`config.mk`:
```
export PLATFORM = sky130hd
export DESIGN_NAME = qdtm_core
export DESIGN_NICKNAME = d
export VERILOG_FILES = /design/src/hdl/qdtm_pkg.sv /design/src/hdl/qdtm_trim.sv /design/src/hdl/qdtm_monitor.sv /design/src/hdl/qdtm_core.sv
export SDC_FILE = /design/constraint.sdc
export NUM_CORES = 2
export LEC_CHECK = 0
export ABC_AREA = 0
export BUFFER_PORTS_ARGS = -buffer_cell sky130_fd_sc_hd__buf_2
export CORE_MARGIN = 2
export CORE_UTILIZATION = 60
export DETAILED_ROUTE_END_ITERATION = 10
export HOLD_SLACK_MARGIN = 0.1
export PLACE_DENSITY = 0.78
export SLEW_MARGIN = 15
export SYNTH_ARGS = -nofsm -noshare
export SYNTH_HDL_FRONTEND = slang
export SYNTH_HIERARCHICAL = 1
export SYNTH_SLANG_ARGS = --single-unit
```
`constraint.sdc`:
```
create_clock -name clk_in -period 8.9 [get_ports clk_in]
set_input_delay 0.445 -clock clk_in [delete_from_list [all_inputs] [get_ports clk_in]]
set_output_delay 0.445 -clock clk_in [all_outputs]
set_load 0.1 [all_outputs]
```
`src/hdl/qdtm_pkg.sv`:
```
package qdtm_pkg;
   localparam int NUM_CH = 4;
   localparam int CODE_W = 14;
   localparam int FRAC_W = 5;
   localparam int OUT_W  = CODE_W + FRAC_W;
   localparam int CALC_W = 24;

   // Register group numbers in address bits 7:4, channel n at base + 4*n
   localparam logic [3:0] GRP_MONITOR = 4'h0;
   localparam logic [3:0] GRP_CODE    = 4'h1;
   localparam logic [3:0] GRP_OFFSET  = 4'h2;
   localparam logic [3:0] GRP_SLOPE   = 4'h3;
   localparam logic [3:0] GRP_LATCH   = 4'h4;
   localparam logic [3:0] GRP_TRIMMED = 4'h5;
   localparam logic [1:0] SUB_MONITOR = 2'h0;
   localparam logic [1:0] SUB_CONFIG  = 2'h1;
   localparam logic [1:0] SUB_LOAD    = 2'h2;

   // Writable bit masks; zeros are reserved and read back as zero
   localparam logic [15:0] MON_MASK    = 16'hf800;
   localparam logic [15:0] CODE_MASK   = 16'hfffc;
   localparam logic [15:0] OFFSET_MASK = 16'h01ff;
   localparam logic [15:0] SLOPE_MASK  = 16'h00ff;
   localparam logic [15:0] CONFIG_MASK = 16'h00ff;
   localparam logic [15:0] LOAD_MASK   = 16'h001f;

   localparam logic [15:0] REG_RESET    = 16'h0000;
   localparam logic [15:0] CONFIG_RESET = 16'h000f;

   localparam int MON_SEL_LSB   = 11;
   localparam int MON_SEL_W     = 5;
   localparam int CODE_LSB      = 2;
   localparam int CFG_GAIN_LSB  = 0;
   localparam int CFG_UNI_LSB   = 4;
   localparam int LOAD_CLR_BIT  = 4;

   localparam int SLOPE_SHIFT_BIP = 10;
   localparam int SLOPE_SHIFT_UNI = 11;

   localparam logic signed [CALC_W-1:0] BIP_MIN = -24'sd262144;
   localparam logic signed [CALC_W-1:0] BIP_MAX = 24'sd262143;
   localparam logic signed [CALC_W-1:0] UNI_MIN = 24'sd0;
   localparam logic signed [CALC_W-1:0] UNI_MAX = 24'sd524287;

   function automatic logic [15:0] qdtm_merge(input logic [15:0] old_v,
                                              input logic [15:0] new_v,
                                              input logic [1:0]  sel,
                                              input logic [15:0] mask);
      logic [15:0] lanes;
      lanes = {{8{sel[1]}}, {8{sel[0]}}};
      qdtm_merge = ((old_v & ~lanes) | (new_v & lanes)) & mask;
   endfunction

   function automatic logic signed [CALC_W-1:0] qdtm_clip(
         input logic signed [CALC_W-1:0] v,
         input logic signed [CALC_W-1:0] lo,
         input logic signed [CALC_W-1:0] hi);
      if (v < lo) begin
         qdtm_clip = lo;
      end else if (v > hi) begin
         qdtm_clip = hi;
      end else begin
         qdtm_clip = v;
      end
   endfunction
endpackage

```
`src/hdl/qdtm_trim.sv`:
```
module qdtm_trim (
   input  wire logic                          clk_in,
   input  wire logic                          rst_n_in,
   input  wire logic [qdtm_pkg::CODE_W-1:0]   latch_code_in,
   input  wire logic [8:0]                    offset_trim_value_in,
   input  wire logic [7:0]                    slope_trim_value_in,
   input  wire logic                          unipolar_in,
   output logic      [qdtm_pkg::OUT_W-1:0]    trimmed_code_out
);
   import qdtm_pkg::*;

   logic signed [CALC_W-1:0] base;
   logic signed [CALC_W-1:0] slope;
   logic signed [CALC_W-1:0] offs;
   logic signed [CALC_W-1:0] prod;
   logic signed [CALC_W-1:0] slope_adj;
   logic signed [CALC_W-1:0] sum;
   logic signed [CALC_W-1:0] clipped;

   always_comb begin
      if (unipolar_in) begin
         base = {10'h000, latch_code_in};
      end else begin
         base = {{10{latch_code_in[CODE_W-1]}}, latch_code_in};
      end
   end

   assign offs  = {{15{offset_trim_value_in[8]}}, offset_trim_value_in};
   assign slope = {{16{slope_trim_value_in[7]}}, slope_trim_value_in};
   assign prod  = base * slope;

   always_comb begin
      if (unipolar_in) begin
         slope_adj = prod >>> SLOPE_SHIFT_UNI;
      end else begin
         slope_adj = prod >>> SLOPE_SHIFT_BIP;
      end
   end

   assign sum = (base <<< FRAC_W) + slope_adj + offs;

   always_comb begin
      if (unipolar_in) begin
         clipped = qdtm_clip(sum, UNI_MIN, UNI_MAX);
      end else begin
         clipped = qdtm_clip(sum, BIP_MIN, BIP_MAX);
      end
   end

   always_ff @(posedge clk_in or negedge rst_n_in) begin
      if (!rst_n_in) begin
         trimmed_code_out <= '0;
      end else begin
         trimmed_code_out <= clipped[OUT_W-1:0];
      end
   end
endmodule // qdtm_trim

```
`src/hdl/qdtm_monitor.sv`:
```
module qdtm_monitor (
   input  wire logic                           clk_in,
   input  wire logic                           rst_n_in,
   input  wire logic [qdtm_pkg::MON_SEL_W-1:0] select_in,
   output logic      [qdtm_pkg::MON_SEL_W-1:0] monitor_route_out,
   output logic                                monitor_oe_n_out
);
   import qdtm_pkg::*;

   logic one_hot;

   // Several bits set is illegal; the pin is released rather than shorted
   assign one_hot = (select_in != '0) &&
                    ((select_in & (select_in - 5'h01)) == '0);

   always_ff @(posedge clk_in or negedge rst_n_in) begin
      if (!rst_n_in) begin
         monitor_route_out <= '0;
         monitor_oe_n_out  <= 1'b1;
      end else begin
         monitor_route_out <= one_hot ? select_in : '0;
         monitor_oe_n_out  <= ~one_hot;
      end
   end
endmodule // qdtm_monitor

```
`src/hdl/qdtm_core.sv`:
```
// Function
// - Monitor bit 11 picks aux input, bits 12 to 15 pick channels 0-3.
// - All monitor bits zero disables monitor, output high impedance.
// - Reset clears the monitor selector, monitor starts disabled.
// - Reserved bits ignore writes and read back zero.
// - Channel code sits in bits 15..2, bits 1..0 reserved.
// - Code registers reset to zero and keep the last write until a load register write with bit 4 set clears them.
// - Output follows a new code only after transfer into the latch.
// - Code is two's complement in bipolar, straight binary in unipolar.
// - Bipolar output is half gain times reference times code over 8192.
// - Unipolar output is gain times reference times code over 16384.
// - Offset trim is 9 bits, bits 15..9 reserved, 1/32 step each.
// - Offset trim is signed in both modes, zero means no change.
// - Slope trim is 8 bits, bits 15..8 reserved, quarter step each.
// - Slope trim signed in both modes, resets to zero.
// - Trims are per channel and affect only that channel.
// - Offset shifts transfer function, slope trim turns it about zero.
// - Gain bit set selects gain four, clear selects gain two.
//
// Chosen here: the placing of the registers and the Wishbone interface to the registers.
module qdtm_core (
   input  wire logic                        clk_in,
   input  wire logic                        rst_n_in,
   input  wire logic                        wb_cyc_in,
   input  wire logic                        wb_stb_in,
   input  wire logic                        wb_we_in,
   input  wire logic [7:0]                  wb_adr_in,
   input  wire logic [3:0]                  wb_sel_in,
   input  wire logic [31:0]                 wb_dat_in,
   output logic      [31:0]                 wb_dat_out,
   output logic                             wb_ack_out,
   input  wire logic                        latch_load_in,
   output logic      [qdtm_pkg::OUT_W-1:0]  trimmed_code0_out,
   output logic      [qdtm_pkg::OUT_W-1:0]  trimmed_code1_out,
   output logic      [qdtm_pkg::OUT_W-1:0]  trimmed_code2_out,
   output logic      [qdtm_pkg::OUT_W-1:0]  trimmed_code3_out,
   output logic      [qdtm_pkg::NUM_CH-1:0] gain_x4_out,
   output logic      [qdtm_pkg::NUM_CH-1:0] unipolar_out,
   output logic      [4:0]                  monitor_route_out,
   output logic                             monitor_oe_n_out
);
   import qdtm_pkg::*;

   logic [15:0]          monitor_select_r;
   logic [15:0]          config_r;
   logic [15:0]          channel_input_code_r  [NUM_CH];
   logic [15:0]          channel_offset_trim_r [NUM_CH];
   logic [15:0]          channel_slope_trim_r  [NUM_CH];
   logic [CODE_W-1:0]    latch_r               [NUM_CH];
   logic [OUT_W-1:0]     trimmed               [NUM_CH];
   logic                 ack_r;
   logic [31:0]          rdata_r;
   logic [31:0]          rdata_nxt;
   logic                 access;
   logic                 wr;
   logic [3:0]           grp;
   logic [1:0]           sub;
   logic [15:0]          wdat;
   logic [1:0]           wsel;
   logic                 load_wr;
   logic                 clear_req;
   logic [NUM_CH-1:0]    load_mask;

   // Answer once per request; no request is taken in the ack cycle, so a
   // strobe still held there is not taken twice
   assign access = wb_cyc_in && wb_stb_in && !ack_r;
   assign wr     = access && wb_we_in;
   assign grp    = wb_adr_in[7:4];
   assign sub    = wb_adr_in[3:2];
   assign wdat   = wb_dat_in[15:0];
   assign wsel   = wb_sel_in[1:0];

   assign load_wr   = wr && (grp == GRP_MONITOR) && (sub == SUB_LOAD);
   assign clear_req = load_wr && wsel[0] && wdat[LOAD_CLR_BIT];

   // transfer by pin or load register
   always_comb begin
      load_mask = '0;
      if (latch_load_in) begin
         load_mask = '1;
      end
      if (load_wr && wsel[0]) begin
         load_mask = load_mask | wdat[NUM_CH-1:0];
      end
   end

   always_ff @(posedge clk_in or negedge rst_n_in) begin
      if (!rst_n_in) begin
         ack_r <= 1'b0;
      end else begin
         ack_r <= access;
      end
   end

   always_ff @(posedge clk_in or negedge rst_n_in) begin
      if (!rst_n_in) begin
         monitor_select_r <= REG_RESET;
      end else if (clear_req) begin
         monitor_select_r <= REG_RESET;
      end else if (wr && grp == GRP_MONITOR && sub == SUB_MONITOR) begin
         monitor_select_r <= qdtm_merge(monitor_select_r, wdat, wsel,
                                        MON_MASK);
      end
   end

   always_ff @(posedge clk_in or negedge rst_n_in) begin
      if (!rst_n_in) begin
         config_r <= CONFIG_RESET;
      end else if (clear_req) begin
         config_r <= CONFIG_RESET;
      end else if (wr && grp == GRP_MONITOR && sub == SUB_CONFIG) begin
         config_r <= qdtm_merge(config_r, wdat, wsel, CONFIG_MASK);
      end
   end

   always_ff @(posedge clk_in or negedge rst_n_in) begin
      if (!rst_n_in) begin
         for (int i = 0; i < NUM_CH; i++) begin
            channel_input_code_r[i]  <= REG_RESET;
            channel_offset_trim_r[i] <= REG_RESET;
            channel_slope_trim_r[i]  <= REG_RESET;
         end
      end else if (clear_req) begin
         for (int i = 0; i < NUM_CH; i++) begin
            channel_input_code_r[i]  <= REG_RESET;
            channel_offset_trim_r[i] <= REG_RESET;
            channel_slope_trim_r[i]  <= REG_RESET;
         end
      end else if (wr) begin
         unique case (grp)
            GRP_CODE: begin
               channel_input_code_r[sub] <=
                  qdtm_merge(channel_input_code_r[sub], wdat, wsel,
                             CODE_MASK);
            end
            GRP_OFFSET: begin
               channel_offset_trim_r[sub] <=
                  qdtm_merge(channel_offset_trim_r[sub], wdat, wsel,
                             OFFSET_MASK);
            end
            GRP_SLOPE: begin
               channel_slope_trim_r[sub] <=
                  qdtm_merge(channel_slope_trim_r[sub], wdat, wsel,
                             SLOPE_MASK);
            end
            default: begin
            end
         endcase
      end
   end

   // Latches hold the data that sets each output
   always_ff @(posedge clk_in or negedge rst_n_in) begin
      if (!rst_n_in) begin
         for (int i = 0; i < NUM_CH; i++) begin
            latch_r[i] <= '0;
         end
      end else if (clear_req) begin
         for (int i = 0; i < NUM_CH; i++) begin
            latch_r[i] <= '0;
         end
      end else begin
         for (int i = 0; i < NUM_CH; i++) begin
            if (load_mask[i]) begin
               latch_r[i] <= channel_input_code_r[i][15:CODE_LSB];
            end
         end
      end
   end

   // Mode pins follow config; gain bit here drives the range switch
   always_ff @(posedge clk_in or negedge rst_n_in) begin
      if (!rst_n_in) begin
         gain_x4_out  <= CONFIG_RESET[CFG_GAIN_LSB +: NUM_CH];
         unipolar_out <= CONFIG_RESET[CFG_UNI_LSB +: NUM_CH];
      end else begin
         gain_x4_out  <= config_r[CFG_GAIN_LSB +: NUM_CH];
         unipolar_out <= config_r[CFG_UNI_LSB +: NUM_CH];
      end
   end

   // Readback; unmapped offsets answer with zero
   always_comb begin
      rdata_nxt = '0;
      unique case (grp)
         GRP_MONITOR: begin
            if (sub == SUB_MONITOR) begin
               rdata_nxt[15:0] = monitor_select_r;
            end else if (sub == SUB_CONFIG) begin
               rdata_nxt[15:0] = config_r;
            end
         end
         GRP_CODE: begin
            rdata_nxt[15:0] = channel_input_code_r[sub];
         end
         GRP_OFFSET: begin
            rdata_nxt[15:0] = channel_offset_trim_r[sub];
         end
         GRP_SLOPE: begin
            rdata_nxt[15:0] = channel_slope_trim_r[sub];
         end
         GRP_LATCH: begin
            rdata_nxt[15:CODE_LSB] = latch_r[sub];
         end
         GRP_TRIMMED: begin
            rdata_nxt[OUT_W-1:0] = trimmed[sub];
         end
         default: begin
         end
      endcase
   end

   always_ff @(posedge clk_in or negedge rst_n_in) begin
      if (!rst_n_in) begin
         rdata_r <= '0;
      end else if (access && !wb_we_in) begin
         rdata_r <= rdata_nxt;
      end
   end

   assign wb_ack_out = ack_r;
   assign wb_dat_out = rdata_r;

   for (genvar g = 0; g < NUM_CH; g++) begin : g_trim
      qdtm_trim u_trim (
         .clk_in               (clk_in),
         .rst_n_in             (rst_n_in),
         .latch_code_in        (latch_r[g]),
         .offset_trim_value_in (channel_offset_trim_r[g][8:0]),
         .slope_trim_value_in  (channel_slope_trim_r[g][7:0]),
         .unipolar_in          (config_r[CFG_UNI_LSB + g]),
         .trimmed_code_out     (trimmed[g])
      );
   end

   assign trimmed_code0_out = trimmed[0];
   assign trimmed_code1_out = trimmed[1];
   assign trimmed_code2_out = trimmed[2];
   assign trimmed_code3_out = trimmed[3];

   qdtm_monitor u_monitor (
      .clk_in            (clk_in),
      .rst_n_in          (rst_n_in),
      .select_in         (monitor_select_r[MON_SEL_LSB +: MON_SEL_W]),
      .monitor_route_out (monitor_route_out),
      .monitor_oe_n_out  (monitor_oe_n_out)
   );
endmodule // qdtm_core

```
Word level (Yosys, flattened, before mapping)
Index checks and enable logic that the tools add are counted.
- register bits after elaboration: 390
- logic and storage cells: 187
- input bits: 50
- output and inout bits: 123
- eq/ne operators: 7
- $lt $le $gt $ge: 18
- reductions and logical operators: 31
- multiply operators: 4
- multiplexer cells: 74
- add/sub/neg operators: 9
- bitwise logic cells: 16
- operators by type and width (cell ; number):
    $mux W64 ; 9
    $mux W19 ; 22
    $mux W16 ; 13
    $bwmux W64 ; 3
    $add A24 B14 Y24 ; 4
    $add A24 B9 Y24 ; 4
    $bmux W16 S2 ; 3
    $gt A24 B19 Y1 const B ; 4
    $gt A24 B20 Y1 const B ; 4
    $lt A24 B1 Y1 const B ; 4
    $lt A24 B19 Y1 const B ; 4
    $mul A24 B8 Y24 ; 4
    $mux W24 ; 4
    $mux W14 ; 6
    $pmux W14 S6 ; 1
    $mux W56 ; 1
    $mux W13 ; 4
    $and A16 B16 Y16 ; 3
    $bmux W19 S2 ; 1
    $demux W16 S2 ; 1
    $or A16 B16 Y16 ; 2
    $bmux W14 S2 ; 1
    $reduce_bool A2 Y1 ; 10
    $and A8 B8 Y8 ; 2
    other kinds (27) ; 45

Depth between registers and ports, before layout
- depth in word-level cells: 10
- depth in mapped cells: 34
- depth with buffers taken out: 30

Modules after synthesis
The synthesis kept the hierarchy.
- modules (own cells, without submodules) (module ; times used ; cells an instance ; seq. area each (sq um) ; area an instance (sq um)):
    qdtm_core ; 1 ; 955 ; 5540.3 ; 11111.9
    qdtm_trim (g_trim[3].u_trim) ; 1 ; 777 ; 475.5 ; 6804.0
    qdtm_trim (g_trim[0].u_trim) ; 1 ; 755 ; 475.5 ; 6707.7
    qdtm_trim (g_trim[2].u_trim) ; 1 ; 759 ; 475.5 ; 6692.7
    qdtm_trim (g_trim[1].u_trim) ; 1 ; 754 ; 475.5 ; 6685.2
    qdtm_monitor ; 1 ; 17 ; 151.4 ; 252.7

Least setup slack after synthesis
Ideal clock, no wire load.
- kind: reg-to-reg
- start point: reg config_r[6]
- end point: reg g_trim[2].u_trim/trimmed_code_out[5] (netlist bit)
- required time: 8770 ps
- setup slack: 901 ps
- arrival time: 7869 ps
- period minus slack after synthesis: 7999 ps
- stages on the path, launching flop included: 29
- path buffers: 2
- cells stage by stage: dfrtp_1 > clkbuf_1 > nor2b_1 > nand2_1 > fa_1 > inv_1 > fa_1 > fa_1 > inv_1 > fa_1 > inv_1 > ha_1 > a21o_1 > a21oi_1 > o32ai_1 > a311oi_1 > o21ai_0 > a31oi_1 > xor2_1 > fa_1 > ha_1 > a21oi_1 > o2111a_1 > a21bo_2 > a41oi_1 > mux2_2 > o41ai_4 > buf_6 > o31ai_1
- word-level cells in the longest chain between the ends: 9
- elaborated cells between the ends (all ways): 14
- RTL lines (what ; line ; RTL):
    from (decl) ; qdtm_core.sv:45 ; logic [15:0] config_r;
    from (signal assigned) ; qdtm_core.sv:112 ; config_r <= qdtm_merge(config_r, wdat, wsel, CONFIG_MASK);
    $mux W24 ; qdtm_trim.sv:21 ; if (unipolar_in) begin
    $mul A24 B8 Y24 ; qdtm_trim.sv:30 ; assign prod = base * slope;
    $mux W13 ; qdtm_trim.sv:33 ; if (unipolar_in) begin
    $add A24 B14 Y24 ; qdtm_trim.sv:40 ; assign sum = (base <<< FRAC_W) + slope_adj + offs;
    $add A24 B9 Y24 ; qdtm_trim.sv:40 ;
    $gt A24 B19 Y1 / $gt A24 B20 Y1 (equally long branches) ; qdtm_pkg.sv:60 ; end else if (v > hi) begin
    $mux W19 ; qdtm_pkg.sv:60 ;
    $mux W19 ; qdtm_pkg.sv:58 ; if (v < lo) begin
    $mux W19 * ; qdtm_trim.sv:43 ; if (unipolar_in) begin
    named net g_trim[2].u_trim.clipped[5] ; qdtm_trim.sv:18 ; logic signed [CALC_W-1:0] clipped;
    to (signal assigned) ; qdtm_trim.sv:54 ; trimmed_code_out <= clipped[OUT_W-1:0];
    to (decl) ; qdtm_trim.sv:8 ; output logic [qdtm_pkg::OUT_W-1:0] trimmed_code_out
The timed path passes the listed nets; every way through them passes the cells marked *.
A chain may end at the register's enable or synchronous reset.

Final worst setup path
- start point: reg channel_slope_trim_r[53] (netlist bit)
- end point: reg g_trim[0].u_trim/trimmed_code_out[15] (netlist bit)
- word-level cells in the longest chain between the ends: 8
- elaborated cells between the ends (all ways): 13
- RTL lines (what ; line ; RTL):
    from (decl) ; qdtm_core.sv:48 ; logic [15:0] channel_slope_trim_r [NUM_CH];
    from (signal, indexed assignment) ; qdtm_core.sv:142 ; channel_slope_trim_r[sub] <=
    $mul A24 B8 Y24 * ; qdtm_trim.sv:30 ;
    $mux W13 ; qdtm_trim.sv:33 ;
    $add A24 B14 Y24 * ; qdtm_trim.sv:40 ;
    $add A24 B9 Y24 * ; qdtm_trim.sv:40 ;
    $gt A24 B19 Y1 / $gt A24 B20 Y1 (equally long branches) ; qdtm_pkg.sv:60 ;
    $mux W19 ; qdtm_pkg.sv:60 ;
    $mux W19 ; qdtm_pkg.sv:58 ;
    $mux W19 * ; qdtm_trim.sv:43 ;
    named net g_trim[0].u_trim.clipped[15] ; qdtm_trim.sv:18 ;
    to (signal assigned) ; qdtm_trim.sv:54 ;
    to (decl) ; qdtm_trim.sv:8 ;
Marks and branches as above.

==> flow_summary.toml <==
[clock_tree]
clock_sinks = 303
clkTransAtPathRegs_ps = 60
cts_buffers = 36
clockRootBuffer = "clkbuf_16"
htree_num_levels = 2
clk_path_buf_depth = 3
clk_latency_ps = 590
cts_tree = "done"

[synth]
syn_area_per_cell_um2 = 9.523
seq_area_frac_synth = 0.1985
syn_inst = 4017
synth_seq_cells = 303
yosysWarnings = 6
netlist_top_cells_area = "fa_1 (24%), dfrtp_1 (19%), ha_1 (8.8%)"
async_flop_share = 1.000
synthFlopType = "dfrtp_1"
yosysMostFrequentCell = "inv_1"
syn_area_um2 = 38250
netlist-cell-type-count = 125
synthTopCellsByCount = "inv_1 (600), fa_1 (456), and2_1 (346)"
synth_edf_count = 0
synth.top_cell.area_share = 0.2386
synth_top_cell_by_area = "fa_1"

[drt]
viasPerCell = 6.336
num_vias = 31700
drc = 0
drtIter0Drc = 3187
route.detailed.wl_per_inst_um = 23.67
postRouteAntennaNets = 0
wl_um = 118500
first_pass_iters = 6

[setup_path]
cp-start-kind = "flip-flop"
crit_type = "reg -> reg"
critical_path_required_ps = 9370
crit_fanout = 18
crit_arrival_ps = 9070
cp-end-kind = "flip-flop"

[power_and_ir_drop]
finalPower_uw = 5482
clkPwrFrac = 0.302
switchingPower_uw = 2544
seq_power_share = 0.337
power.density_nw_per_um2 = 132.7
ir_drop_v = 0.0003689
power_frac_comb = 0.361
p_int_uw = 2938
p_sw_frac = 0.4641
leakage_uw = 0.02115

[global_route]
antenna_found_initial = 20
grt_pass1_wl_um = 185000
grt_use_total = 0.3668
grt_start_max_net_pins = 92
grt_pass1_vias = 32440
grt-ovfl-total = 0

[run]
cap_viol_max_count = 0

[floorplan]
die-height_um = 256.5
die_x_um = 256.5
coreArea_um2 = 63080
dieArea_um2 = 65790
initial_utilization = 0.6064
pin_count = 173
num_rows = 92

[finish]
nets = 4892
syn_to_final_growth_pct = 7.991
fin_area_um2 = 41310
drive_gt1_frac = 0.1247

[placed_design]
dp_hpwl_um = 91200
portBuffers = 139
gp_congestion = 0.9744
placed_cell_area_um2 = 39840

[sta]
fin_crit_sh = 0.9668
report.final.slew_viol_count = 0
max_freq_mhz = 116.2
relSlewSlack = 0.2276
period_minus_slack_ps = 8605
rsz0062_at_grt = "false"
worst_slew_pin_slew_ps = 1159
setup_viol = 0
finClkSkew_ps = 43.08
hold_violations = 0
fin_setup_tns_ps = 0

[run_status]
status = "completed"

[hold_path]
hp-class = "in -> reg"
[kinds of logic after synthesis]
| family | share of synthesized area |
|---|---|
| adder cells (fa/ha/maj) | 0.3263 |
| buffers and inverters | 0.08275 |
| XOR/XNOR | 0.02561 |
| AO/OA/AOI/OAI | 0.1650 |
| AND/OR/NAND/NOR | 0.1482 |
| flip-flops | 0.1985 |
| multiplexers | 0.05354 |
| other | 0.00009803 |
[placed cells by master (no fill, tap or decap), types with 17 or more instances in the layout]
master / count
o211ai_1: 17
a22oi_1: 22
nand2_1: 324
mux4_2: 64
buf_4: 92
dfrtp_1: 267
xnor2_1: 66
ha_1: 268
o21ai_1: 21
and3_1: 31
o31ai_1: 27
buf_2: 137
nor3_1: 47
o21ai_0: 196
a31oi_1: 41
nand2b_1: 26
nor2_1: 150
clkbuf_16: 36
a211oi_1: 28
o21bai_1: 17
and2_1: 346
mux2i_1: 46
xor2_1: 44
o21a_1: 18
a21oi_1: 133
dfrtp_2: 27
a21o_1: 94
fa_1: 456
a22o_1: 24
nand3_1: 56
o2bb2ai_1: 42
inv_1: 599
[sequential cells by signal, summed over array words and instances, names as in the netlist, 5 cells and up]
name,count
g_trim.u_trim/trimmed_code_out,76
channel_input_code_r,56
latch_r,56
channel_offset_trim_r,36
channel_slope_trim_r,32
wb_dat_out,19
config_r,8
monitor_select_r,5
u_monitor/monitor_route_out,5
[final timing paths]
kind / from / end / slack, ps / depth (start not counted)
worst min-delay path: wb_cyc_in / wb_ack_out / 110 / 3
min in group asynchronous: rst_n_in / channel_slope_trim_r[55] / 480 / 2
worst max register to register: channel_slope_trim_r[53] / g_trim[0].u_trim/trimmed_code_out[15] / 300 / 26
worst max-delay path: channel_slope_trim_r[53] / g_trim[0].u_trim/trimmed_code_out[15] / 300 / 26
max in group asynchronous: rst_n_in / g_trim[0].u_trim/trimmed_code_out[3] / 6190 / 4
worst min register to register: config_r[3] / gain_x4_out[3] / 390 / 0
[final cells by class]
type                    count  area [um^2]
multi-input cells        2940        27600
repair buffers            233         1431
flip-flops and latches    303         7627
fillers                  5133        21770
clock buffers              45        984.7
clock inverters            21        310.3
diodes                     12        30.03
inverters                 604         2271
well taps                 846         1059
[critical path, cell delays in order, from the launching register on]
cell and delay [ps]:
dfrtp_1 770, and2_1 240, fa_1 450, fa_1 560, fa_1 580, inv_1 70
fa_1 540, inv_1 50, ha_1 370, and4_1 230, and3_1 190, a32o_1 200
nor2_1 230, a21oi_1 150, and4_1 260, a2111oi_4 390, xor2_1 330, fa_1 490
ha_1 410, and3_4 200, a41o_1 230, a41o_1 250, nor2_1 110, o21bai_1 110
xor2_1 170, o41a_2 630, a31o_2 280
[per-layer routing]
layer / vias up / part of all wire / global-route usage
li1: 13760 / - / -
met1: 15710 / 0.37 / 0.4533
met3: 482 / 0.11 / 0.1000
met4: 10 / 0.075 / 0.2332
met5: - / 0.00057 / 0
met2: 1745 / 0.45 / 0.5716
[power by group through the flow]
stage               clock [uW]  combinational, uW  sequential (uW)
global route              1710               2070             1840
global placement             0               1920             1840
floorplan                    0                634             2560
CTS                       1650               1950             1810
detailed placement           0               1940             1840
finish                    1650               1980             1850
[metrics by stage]
| stage | util | setup WS [ps] | std cells | hold WS (ps) |
|---|---|---|---|---|
| 2_1_floorplan | - | 901.5 | 4029 | 149.4 |
| 3_3_place_gp | 0.6316 | 304.0 | 4918 | 375.1 |
| 3_5_place_dp | 0.6316 | 144.3 | 4918 | 374.5 |
| 4_1_cts | 0.6525 | 81.65 | 4986 | 105.0 |
| 5_1_grt | 0.6545 | 5.723 | 4995 | 143.5 |
| 6_report | 0.6549 | 295.1 | 5004 | 113.7 |
[repair_timing]
action                     4_1_cts  5_1_grt
hold endpoints to repair        90        0
gates resized for setup          0       36
setup endpoints to repair        0       72
hold buffers                     2        0
buffers inserted                 0        6
Power figures use the tool's default switching activity.
